**config.mk**
```make
export PLATFORM = sky130hd
export DESIGN_NAME = eap_regs
export DESIGN_NICKNAME = d
export VERILOG_FILES = /design/src/pkg/eap_pkg.sv /design/src/rtl/eap_regs.sv
export SDC_FILE = /design/constraint.sdc
export NUM_CORES = 2
export LEC_CHECK = 0
export BUFFER_PORTS_ARGS = -buffer_cell sky130_fd_sc_hd__buf_2
export CAP_MARGIN = 5
export CORE_UTILIZATION = 25
export DETAILED_ROUTE_END_ITERATION = 10
export GPL_TIMING_DRIVEN = 1
export PLACE_DENSITY_LB_ADDON = 0.2
export SYNTH_ARGS = -nofsm -noshare
export SYNTH_HDL_FRONTEND = slang
export SYNTH_SLANG_ARGS = --single-unit
```
**constraint.sdc**
```tcl
create_clock -name pclk -period 3.05 [get_ports pclk]
set_input_delay 0.915 -clock pclk [delete_from_list [all_inputs] [get_ports pclk]]
set_output_delay 0.915 -clock pclk [all_outputs]
set_load 0.01 [all_outputs]
```
**src/pkg/eap_pkg.sv**
```systemverilog
// package: register map, opcodes, timing and state types of the eeprom access block
package eap_pkg;
    // clock rate
    localparam int CLK_PERIOD_NS = 100;                // pclk period, 10 mhz
    // register indices; byte address is four times the index
    localparam logic [7:0]  IDX_BYTE_BUFFER = 8'h20;   // eeprom_byte_buffer
    localparam logic [7:0]  IDX_LOCATION    = 8'h21;   // eeprom_location_select
    localparam logic [7:0]  IDX_TRIGGER     = 8'h22;   // eeprom_operation_trigger
    localparam logic [7:0]  IDX_STATUS      = 8'h23;   // eeprom_status_reg
    // reset values
    localparam logic [7:0]  LOC_RESET       = 8'h00;   // location select after reset
    localparam logic [7:0]  BUF_RESET       = 8'h00;   // byte buffer after reset
    localparam logic [7:0]  MEM_ERASED      = 8'hff;   // array content after reset
    // operation codes
    localparam logic [7:0]  OPC_READ        = 8'h01;   // fetch one byte
    localparam logic [7:0]  OPC_PROGRAM     = 8'h02;   // store one byte
    // status bit positions
    localparam int          STAT_RD_BUSY    = 0;       // read in progress
    localparam int          STAT_PG_BUSY    = 1;       // programming in progress
    // array timing
    localparam int          READ_TIME_NS    = 1000;    // read access time
    localparam int          PROG_TIME_NS    = 100000;  // programming time
    localparam logic [9:0]  READ_CYC  =
        10'((READ_TIME_NS + CLK_PERIOD_NS - 1) / CLK_PERIOD_NS);
    localparam logic [9:0]  PROG_CYC  =
        10'((PROG_TIME_NS + CLK_PERIOD_NS - 1) / CLK_PERIOD_NS);

    // access sequencer states, one bit away from idle for either access
    typedef enum logic [1:0]
    {
        ST_IDLE = 2'b00,
        ST_READ = 2'b01,
        ST_PROG = 2'b10
    } eap_state_t;

    // apb request bundle
    typedef struct packed
    {
        logic [11:0] paddr;     // byte address
        logic        psel;      // slave select
        logic        penable;   // access phase
        logic        pwrite;    // write direction
        logic [31:0] pwdata;    // write data
    } eap_apb_req_t;

    // apb answer bundle
    typedef struct packed
    {
        logic [31:0] prdata;    // read data
        logic        pready;    // transfer done
        logic        pslverr;   // unmapped address
    } eap_apb_rsp_t;

    // whole block state
    typedef struct packed
    {
        eap_state_t             st;       // sequencer
        logic [9:0]             cnt;      // cycles left in access
        logic [7:0]             loc;      // eeprom_location_select
        logic [7:0]             buf8;     // eeprom_byte_buffer
        logic                   busy;     // access_in_progress_flag
        eap_apb_rsp_t           rsp;      // registered bus answer
        logic [255:0][7:0]      mem;      // eeprom array
    } eap_regs_t;
endpackage : eap_pkg

```
**src/rtl/eap_regs.sv**
```systemverilog
// eeprom access registers: apb slave, access sequencer and eeprom array
// What this block does
// [RULE_01] software loads data before program eeprom_operation_code
// [RULE_02] finished read copies stored byte into buffer
// [RULE_03] software leaves data register alone while busy
// [RULE_04] software loads location before any eeprom_operation_code
// [RULE_05] software leaves location register alone while busy
// [RULE_06] location register at 0x21, eight bits, resets 0x00
// [RULE_07] eeprom_operation_code register writable at 0x22
// [RULE_08] data register eight bits, resets 0x00
// [RULE_09] eeprom_operation_code write launches access, busy until done
//
// Local design decision: the APB register port.
`timescale 1ns/1ps
module eap_regs
(
    input  wire logic                  pclk,
    input  wire logic                  presetn,
    input  wire eap_pkg::eap_apb_req_t apb_req,
    output eap_pkg::eap_apb_rsp_t      apb_rsp,
    output logic                       access_in_progress_flag
);
    import eap_pkg::*;

    // true when a byte address hits a register index
    function automatic logic hit(input logic [11:0] a, input logic [7:0] idx);
        hit = (a[1:0] == 2'b00) && (a[11:2] == {2'b00, idx});
    endfunction : hit

    eap_regs_t st_r;                 // registered state
    eap_regs_t st_nxt;               // next state
    logic      setup;                // apb setup phase
    logic      wr_done;              // write completes at this edge
    logic      mapped;               // address names a register
    logic [7:0] stored_byte;         // array byte at current location
    logic [7:0] opc;                 // eeprom_operation_code written this cycle

    // bus phase decode
    assign setup       = apb_req.psel & ~apb_req.penable;
    assign wr_done     = apb_req.psel & apb_req.penable & st_r.rsp.pready & apb_req.pwrite;
    assign mapped      = hit(apb_req.paddr, IDX_BYTE_BUFFER) | hit(apb_req.paddr, IDX_LOCATION)
                       | hit(apb_req.paddr, IDX_TRIGGER) | hit(apb_req.paddr, IDX_STATUS);
    assign stored_byte = st_r.mem[st_r.loc];
    assign opc         = apb_req.pwdata[7:0];

    // next-state logic: bus slave, register writes and sequencer
    always_comb
    begin
        st_nxt = st_r;
        // answer one cycle after setup, so every access phase is one cycle
        st_nxt.rsp.pready  = setup;
        st_nxt.rsp.pslverr = setup & ~mapped;
        st_nxt.rsp.prdata  = 32'h0000_0000;
        if (setup && !apb_req.pwrite)
        begin
            // read mux; write-only trigger reads as zero
            if (hit(apb_req.paddr, IDX_BYTE_BUFFER))
                st_nxt.rsp.prdata = {24'h00_0000, st_r.buf8};
            else if (hit(apb_req.paddr, IDX_LOCATION))
                st_nxt.rsp.prdata = {24'h00_0000, st_r.loc};
            else if (hit(apb_req.paddr, IDX_STATUS))
            begin
                st_nxt.rsp.prdata[STAT_RD_BUSY] = (st_r.st == ST_READ);
                st_nxt.rsp.prdata[STAT_PG_BUSY] = (st_r.st == ST_PROG);
            end
        end
        case (st_r.st)
            ST_IDLE:
            begin
                // register writes are accepted only while idle
                if (wr_done && hit(apb_req.paddr, IDX_LOCATION))
                    st_nxt.loc = opc;                        // see [RULE_06]
                if (wr_done && hit(apb_req.paddr, IDX_BYTE_BUFFER))
                    st_nxt.buf8 = opc;                       // see [RULE_08]
                if (wr_done && hit(apb_req.paddr, IDX_TRIGGER))
                begin
                    // launch on a known eeprom_operation_code; others are ignored
                    if (opc == OPC_READ)
                    begin
                        st_nxt.st  = ST_READ;                // see [RULE_07]
                        st_nxt.cnt = READ_CYC - 10'h001;     // see [RULE_09]
                    end
                    else if (opc == OPC_PROGRAM)
                    begin
                        st_nxt.st  = ST_PROG;                // see [RULE_07]
                        st_nxt.cnt = PROG_CYC - 10'h001;     // see [RULE_09]
                    end
                end
            end
            ST_READ:
            begin
                // count down; on the last cycle fetch into the buffer
                if (st_r.cnt == 10'h000)
                begin
                    st_nxt.buf8 = stored_byte;               // see [RULE_02]
                    st_nxt.st   = ST_IDLE;
                end
                else
                    st_nxt.cnt = st_r.cnt - 10'h001;
            end
            ST_PROG:
            begin
                // buffer and location are frozen, so store at the end
                if (st_r.cnt == 10'h000)
                begin
                    st_nxt.mem[st_r.loc] = st_r.buf8;        // see [RULE_01]
                    st_nxt.st            = ST_IDLE;
                end
                else
                    st_nxt.cnt = st_r.cnt - 10'h001;
            end
            default:
            begin
                // illegal code recovers to idle
                st_nxt.st = ST_IDLE;
            end
        endcase
        // busy mirrors the sequencer from the same edge
        st_nxt.busy = (st_nxt.st != ST_IDLE);                // see [RULE_09]
    end

    // state register
    always_ff @(posedge pclk or negedge presetn)
    begin
        if (!presetn)
        begin
            st_r      <= '0;
            st_r.st   <= ST_IDLE;
            st_r.loc  <= LOC_RESET;                          // see [RULE_06]
            st_r.buf8 <= BUF_RESET;                          // see [RULE_08]
            st_r.mem  <= {256{MEM_ERASED}};
        end
        else
        begin
            st_r <= st_nxt;
        end
    end

    // outputs straight from flops
    assign apb_rsp                 = st_r.rsp;
    assign access_in_progress_flag = st_r.busy;

    // a finished read leaves the stored byte in the buffer
    AST_READ_FILLS_BUFFER: assert property (  // see [RULE_02]
        @(posedge pclk) disable iff (!presetn)
        (st_r.st == ST_READ && st_r.cnt == 10'h000) |=> (st_r.buf8 == $past(stored_byte)))
        else $error("read did not load the byte buffer");

    // location write while idle lands in the location register
    AST_LOCATION_WRITE: assert property (  // see [RULE_06]
        @(posedge pclk) disable iff (!presetn)
        (wr_done && hit(apb_req.paddr, IDX_LOCATION) && st_r.st == ST_IDLE)
        |=> (st_r.loc == $past(apb_req.pwdata[7:0])))
        else $error("location register missed a write");

    // buffer write while idle lands in the byte buffer
    AST_BUFFER_WRITE: assert property (  // see [RULE_08]
        @(posedge pclk) disable iff (!presetn)
        (wr_done && hit(apb_req.paddr, IDX_BYTE_BUFFER) && st_r.st == ST_IDLE)
        |=> (st_r.buf8 == $past(apb_req.pwdata[7:0])))
        else $error("byte buffer missed a write");

    // program eeprom_operation_code at the trigger starts programming and raises busy
    AST_TRIGGER_LAUNCH: assert property (  // see [RULE_07]
        @(posedge pclk) disable iff (!presetn)
        (wr_done && hit(apb_req.paddr, IDX_TRIGGER) && st_r.st == ST_IDLE
         && apb_req.pwdata[7:0] == OPC_PROGRAM)
        |=> (st_r.st == ST_PROG) && access_in_progress_flag)
        else $error("program eeprom_operation_code did not launch");

    // a read holds busy for exactly the read time
    AST_READ_BUSY_SPAN: assert property (  // see [RULE_09]
        @(posedge pclk) disable iff (!presetn)
        ($rose(access_in_progress_flag) && st_r.st == ST_READ)
        |-> access_in_progress_flag [*8] ##1 access_in_progress_flag
            ##1 access_in_progress_flag ##1 !access_in_progress_flag)
        else $error("read busy span is not ten cycles");

    // programming stores the buffer at the selected location
    AST_PROGRAM_STORES: assert property (  // see [RULE_01]
        @(posedge pclk) disable iff (!presetn)
        (st_r.st == ST_PROG && st_r.cnt == 10'h000) |=> (stored_byte == $past(st_r.buf8)))
        else $error("programming did not store the buffer");

    // every setup phase is answered in the next cycle
    AST_APB_ANSWER: assert property (
        @(posedge pclk) disable iff (!presetn)
        setup |=> apb_rsp.pready)
        else $error("apb setup not answered");

    // main scenarios
    COV_READ_DONE: cover property (
        @(posedge pclk) disable iff (!presetn)
        st_r.st == ST_READ ##1 st_r.st == ST_IDLE);
    COV_PROG_DONE: cover property (
        @(posedge pclk) disable iff (!presetn)
        st_r.st == ST_PROG ##1 st_r.st == ST_IDLE);
    COV_UNMAPPED: cover property (
        @(posedge pclk) disable iff (!presetn)
        apb_rsp.pready && apb_rsp.pslverr);
    COV_WRITE_WHILE_BUSY: cover property (
        @(posedge pclk) disable iff (!presetn)
        wr_done && access_in_progress_flag);

    // read eeprom_operation_code at the trigger starts a read and raises busy
    AST_READ_LAUNCH: assert property (  // see [RULE_07]
        @(posedge pclk) disable iff (!presetn)
        (wr_done && hit(apb_req.paddr, IDX_TRIGGER) && st_r.st == ST_IDLE
         && apb_req.pwdata[7:0] == OPC_READ)
        |=> (st_r.st == ST_READ) && access_in_progress_flag)
        else $error("read eeprom_operation_code did not launch");

    // the location stays put while an access runs
    AST_LOCATION_FROZEN: assert property (  // see [RULE_06]
        @(posedge pclk) disable iff (!presetn)
        (st_r.st != ST_IDLE) |=> (st_r.loc == $past(st_r.loc)))
        else $error("location changed during an access");

    // busy flag and sequencer agree in every cycle
    AST_BUSY_MATCHES_STATE: assert property (  // see [RULE_09]
        @(posedge pclk) disable iff (!presetn)
        access_in_progress_flag == (st_r.st != ST_IDLE))
        else $error("busy flag disagrees with the sequencer");

    // read data is quiet outside the answer cycle
    AST_PRDATA_QUIET: assert property (
        @(posedge pclk) disable iff (!presetn)
        !apb_rsp.pready |-> (apb_rsp.prdata == 32'h0000_0000))
        else $error("read data not zero outside an answer");
endmodule : eap_regs

```
Word-level counts from Yosys, hierarchy flattened
Index checks and enable logic that the tools add are counted.
W data, S select, Z words.
{ "word_totals": {"reg_bits": 2111, "latchBits": 0, "ramBits": 0, "mem_bits_ro": 0, "input_bits": 49, "output_inout_bits": 35, "mem_count": 0} }
{ "classes": {"addsub": 1, "mul": 0, "div_mod_pow": 0, "order_cmp": 2, "n_eq_ne": 13, "n_shift": 0, "muxes": 20, "n_bitwise": 10, "n_reduce_logical": 21} }
{ "ops": {"columns": ["op", "n"], "rows": [
  ["$bwmux W2048", 1],
  ["$bmux W8 S8", 1],
  ["$demux W8 S8", 1],
  ["$eq A10 B6 Y1 const B", 4],
  ["$mux W8", 5],
  ["$mux W12", 3],
  ["$mux W32", 1],
  ["$pmux W10 S2", 1],
  ["$pmux W8 S2", 1],
  ["$logic_not A10 Y1", 1],
  ["$mux W10", 1],
  ["$sub A10 B1 Y10 const B", 1],
  ["$logic_and A1 B1 Y1", 9],
  ["$lt A8 B9 Y1 const B", 1],
  ["$eq A8 B1 Y1 const B", 1],
  ["$eq A8 B2 Y1 const B", 1],
  ["$ge A8 B1 Y1 const B", 1],
  ["$mux W2", 3],
  ["$mux W6", 1],
  ["$ne A2 B2 Y1 const B", 3],
  ["$reduce_bool A2 Y1", 3],
  ["$and A1 B1 Y1", 5],
  ["$logic_not A2 Y1", 2],
  ["$pmux W2 S2", 1],
  ["other kinds (11)", 15]
]} }

Longest topological paths before layout
{ "logic_depth": {"ltp_word": 7, "ltp_mapped": 12, "ltp_nobuf": 9} }

Worst setup path before layout
OpenSTA, ideal clock, no wires.
{ "synth_timing": {"path_kind": "input -> register", "startpoint": "input port apb_req[44] (netlist name)", "endpoint": "register st_r[2107] (netlist name)", "setup_time_ps": 121, "arrival_ps": 2952, "t_required_ps": 2929, "slack_ps": -23, "cell_stages": 8, "path_cell_list": "nor4_1 -> nand4_1 -> nor4b_2 -> o22ai_1 -> a21o_1 -> clkbuf_1 -> clkbuf_1 -> o22a_1"} }
{ "synth_via": {"elab_chain_cells": 5} }
{ "synth_rtl": {"columns": ["element", "line_no", "rtl"], "rows": [
  ["start, declared", "eap_regs.sv:19", "input wire eap_pkg::eap_apb_req_t apb_req,"],
  ["$eq A10 B6 Y1", "eap_regs.sv:27", "hit = (a[1:0] == 2'b00) && (a[11:2] == {2'b00, idx});"],
  ["$logic_and A1 B1 Y1", "eap_regs.sv:27", null],
  ["$logic_and A1 B1 Y1", "eap_regs.sv:75", "if (wr_done && hit(apb_req.paddr, IDX_TRIGGER))"],
  ["$ne A2 B2 Y1 (no source line)", null, null],
  ["$reduce_and A4 Y1 (no source line)", null, null],
  ["end signal, assigned", "eap_regs.sv:135", "st_r <= st_nxt;"],
  ["end, declared", "eap_regs.sv:30", "eap_regs_t st_r;"]
]} }
No other way between the ends.
A chain may end at the register's enable or synchronous reset.

Final worst setup path
{ "layout_timing": {"startpoint": "register st_r[2092] (netlist name)", "endpoint": "register st_r[2090] (netlist name)"} }
{ "layout_via": {"elab_chain_cells": 4} }
{ "layout_rtl": {"columns": ["element", "line_no", "rtl"], "rows": [
  ["$bmux W8 S8", "eap_regs.sv:43", "assign stored_byte = st_r.mem[st_r.loc];"],
  ["$mux W8 (implied by the code)", "eap_regs.sv:43", null],
  ["$mux W8", "eap_regs.sv:93", "if (st_r.cnt == 10'h000)"],
  ["$pmux W8 S2", "eap_regs.sv:67", "case (st_r.st)"]
]} }
No other way between the ends. The select of a mux whose other input is x is not followed.

==> reports/metrics.yaml <==
clocking:
  h-tree-depth: 4
  tritoncts: "done"
  clock_latency_ns: 0.95
  cts_root_buf: "clkbuf_16"
  cts_made_buffers: 243
  clk_pin_slew_ns: 0.06
  clock_sinks: 2087
  clockBufferDepth: 4
synth:
  synth_seq_cells: 2087
  synth_area_leaders: "dfstp_2, mux2_2, mux4_2"
  synthArstFlopShare_pct: 100
  synth_common_cells: "dfstp_2, mux2_2, mux4_2"
  ys_seq_area_share_pct: 54.5
  yosys_warnings: 0
  avgSynthCellArea_um2: 15.8
  synth_top_area_share_pct: 53.5
  synth.most_common_cell: "dfstp_2"
  yosysTopAreaCell: "dfstp_2"
  synthCells: 6353
  netlist_area_mm2: 0.101
  synth_edf_count: 0
  synth_ff_type: "dfstp_2"
  ys_types: 82
sta:
  finalMaxSlewViolations: 0
  worst_slack_ns: -0.162
  final-setup-viol-count: 56
  max_slew_margin_pct: 20.3
  max_freq_mhz: 311
  finalHoldViolations: 0
  skew_ns: 0.0707
  rsz0062_at_grt: "yes"
  fin_setup_tns_ns: -1.33
  period_share_pct: 105
  period_needed_ns: 3.21
  worstMarginPinSlew_ns: 1.20
global_routing:
  grt_pass1_vias: 64500
  grt_overflow: 0
  grtUsageTotal_pct: 16.9
  grt_pass1_wl_um: 503000
  antenna_found_initial: 12
  grt_max_degree: 121
power_and_ir_drop:
  p_leak_nw: 50.5
  powerDensity_mw_per_mm2: 457
  peakVddDrop_v: 0.000444
placed_design:
  place_area_mm2: 0.116
  io_buffers: 35
  gp_congestion: 0.815
  hpwlAfterDp_um: 237000
floorplan:
  die_area_mm2: 0.405
  core_area_mm2: 0.400
  start_util_pct: 25.2
  die_y_um: 636
  die_w_um: 636
  rows: 232
  pin_count: 84
drt:
  postRouteAntennaNets: 0
  drt-met1-wl_um: 163000
  routed_wl_um: 346000
  drc: 0
  route.met3.wl_um: 12800
  dr.pass1.iters: 5
  route.met2.wl_um: 161000
  highest_layer: "met5"
  via_per_inst: 4.72
  drtIter0Drc: 3281
  wl_per_cell_um: 27.4
  num_vias: 59700
finish:
  area_growth_pct: 26.0
  fin_nets: 7244
  final_layout_size_suffix_gt1_share_pct: 85.6
  final_area_mm2: 0.127
setup_path:
  cp_num_buf_inv: 4
  crit_family: "multiplexers"
  required_ns: 3.85
  cp_data_arrival_time_ns: 4.02
  path_cells: "buf_12 > buf_12 > buf_16 > buf_4 > mux4_2 > mux4_2 > nand3_2 > o211ai_1 > a221oi_1 > a21oi_1"
  cp_slowest_cell: "mux4_2"
  worstSetupEndpointType: "register"
  critPathKind: "register to register"
  crit_path_max_incr_delay_ns: 0.61
  cp_max_fo: 19
  cp-start-kind: "register"
status:
  status: "finished with violations"
  violations: "negative setup slack"
hold_path:
  hold_path.class: "input port to async pin"
job:
  cap_violations: 0
through the flow:
| step | total power [mW] | hold slack [ns] | util (%) | worst slack [ns] | cells |
|---|---|---|---|---|---|
| 6_report | 57.9 | 0.127 | 31.7 | -0.162 | 12700 |
| 5_1_grt | 60.0 | 0.106 | 31.7 | -0.204 | 12600 |
| 4_1_cts | 58.9 | 0.0799 | 31.5 | -0.250 | 12600 |
| 3_5_place_dp | 29.0 | 0.543 | 29.1 | -1.13 | 12100 |
| 3_3_place_gp | 29.0 | 0.515 | 29.1 | -1.11 | 12100 |
| 2_1_floorplan | 28.3 | 0.465 | - | 0.0351 | 6376 |
registers in the layout, summed over array words and instances (netlist names):
signal                   flops
apb_rsp                     10
access_in_progress_flag      1
st_r                      2076
cells in the final DEF, fill, tap and decap left out, types with 71 or more instances in the layout:
master,instances
dfstp_2,2048
mux2i_1,194
mux2_4,73
mux4_2,460
mux2_1,109
buf_12,312
nor2_2,81
buf_4,659
nor2_4,100
a22oi_1,71
clkbuf_16,248
nand2_1,113
nor2_8,80
mux2_2,1891
worst paths after layout:
check	to	slack [ns]	cells after the start	start
worst max-delay path	st_r[2090]	-0.16	10	st_r[2092]
worst min-delay path	st_r[1898]	0.13	1	presetn
worst max register to register	st_r[2090]	-0.16	10	st_r[2092]
worst min register to register	st_r[2105]	0.57	1	st_r[2105]
max in group asynchronous	st_r[303]	1.92	3	presetn
min in group pclk	apb_rsp[2]	0.21	2	apb_req[32]
where the power goes:
| part | internal [mW] | switching (mW) |
|---|---|---|
| sequential | 27.8 | 0.00258 |
| combinational | 0.126 | 0.641 |
| clock | 17.1 | 12.2 |
| total | 45.1 | 12.9 |
worst reg2reg max path, delay by kind of cell, from the launching register on:
family	cells	cell delay, ns
mux	2	0.95
compound gates	3	0.79
buf+inv	4	0.73
flops	1	0.53
simple gates	1	0.11
metal layers:
layer	GRT usage (%)	up-vias
met5	0	-
met4	4.43	2
met3	2.32	410
met2	27.1	967
met1	24.0	32900
li1	-	25400
area by class of cell:
cell class	instances	area, um2
clock buffer	383	7360
tap	5265	6590
clock inverter	53	594
timing repair buffer	1076	12600
antenna	7	17.5
inverter	18	68.8
fill	39100	273000
multi-input combinational	3764	44700
sequential	2087	54800
logic make-up after synthesis:
| group | share of synthesized area (%) |
|---|---|
| AOI/OAI and AO/OA | 2.40 |
| other | 0.00373 |
| adders and majority gates | 0.0622 |
| DFF | 54.5 |
| muxes | 35.5 |
| and+or+nand+nor | 5.20 |
| buffers and inverters | 2.41 |
repair_timing:
item,in CTS,in global routing
gates resized for setup,162,151
cloned,6,2
buffers inserted,74,15
hold buffers,0,0
pin swaps,26,30
setup endpoints to repair,1480,698
Power figures use the tool's default switching activity.
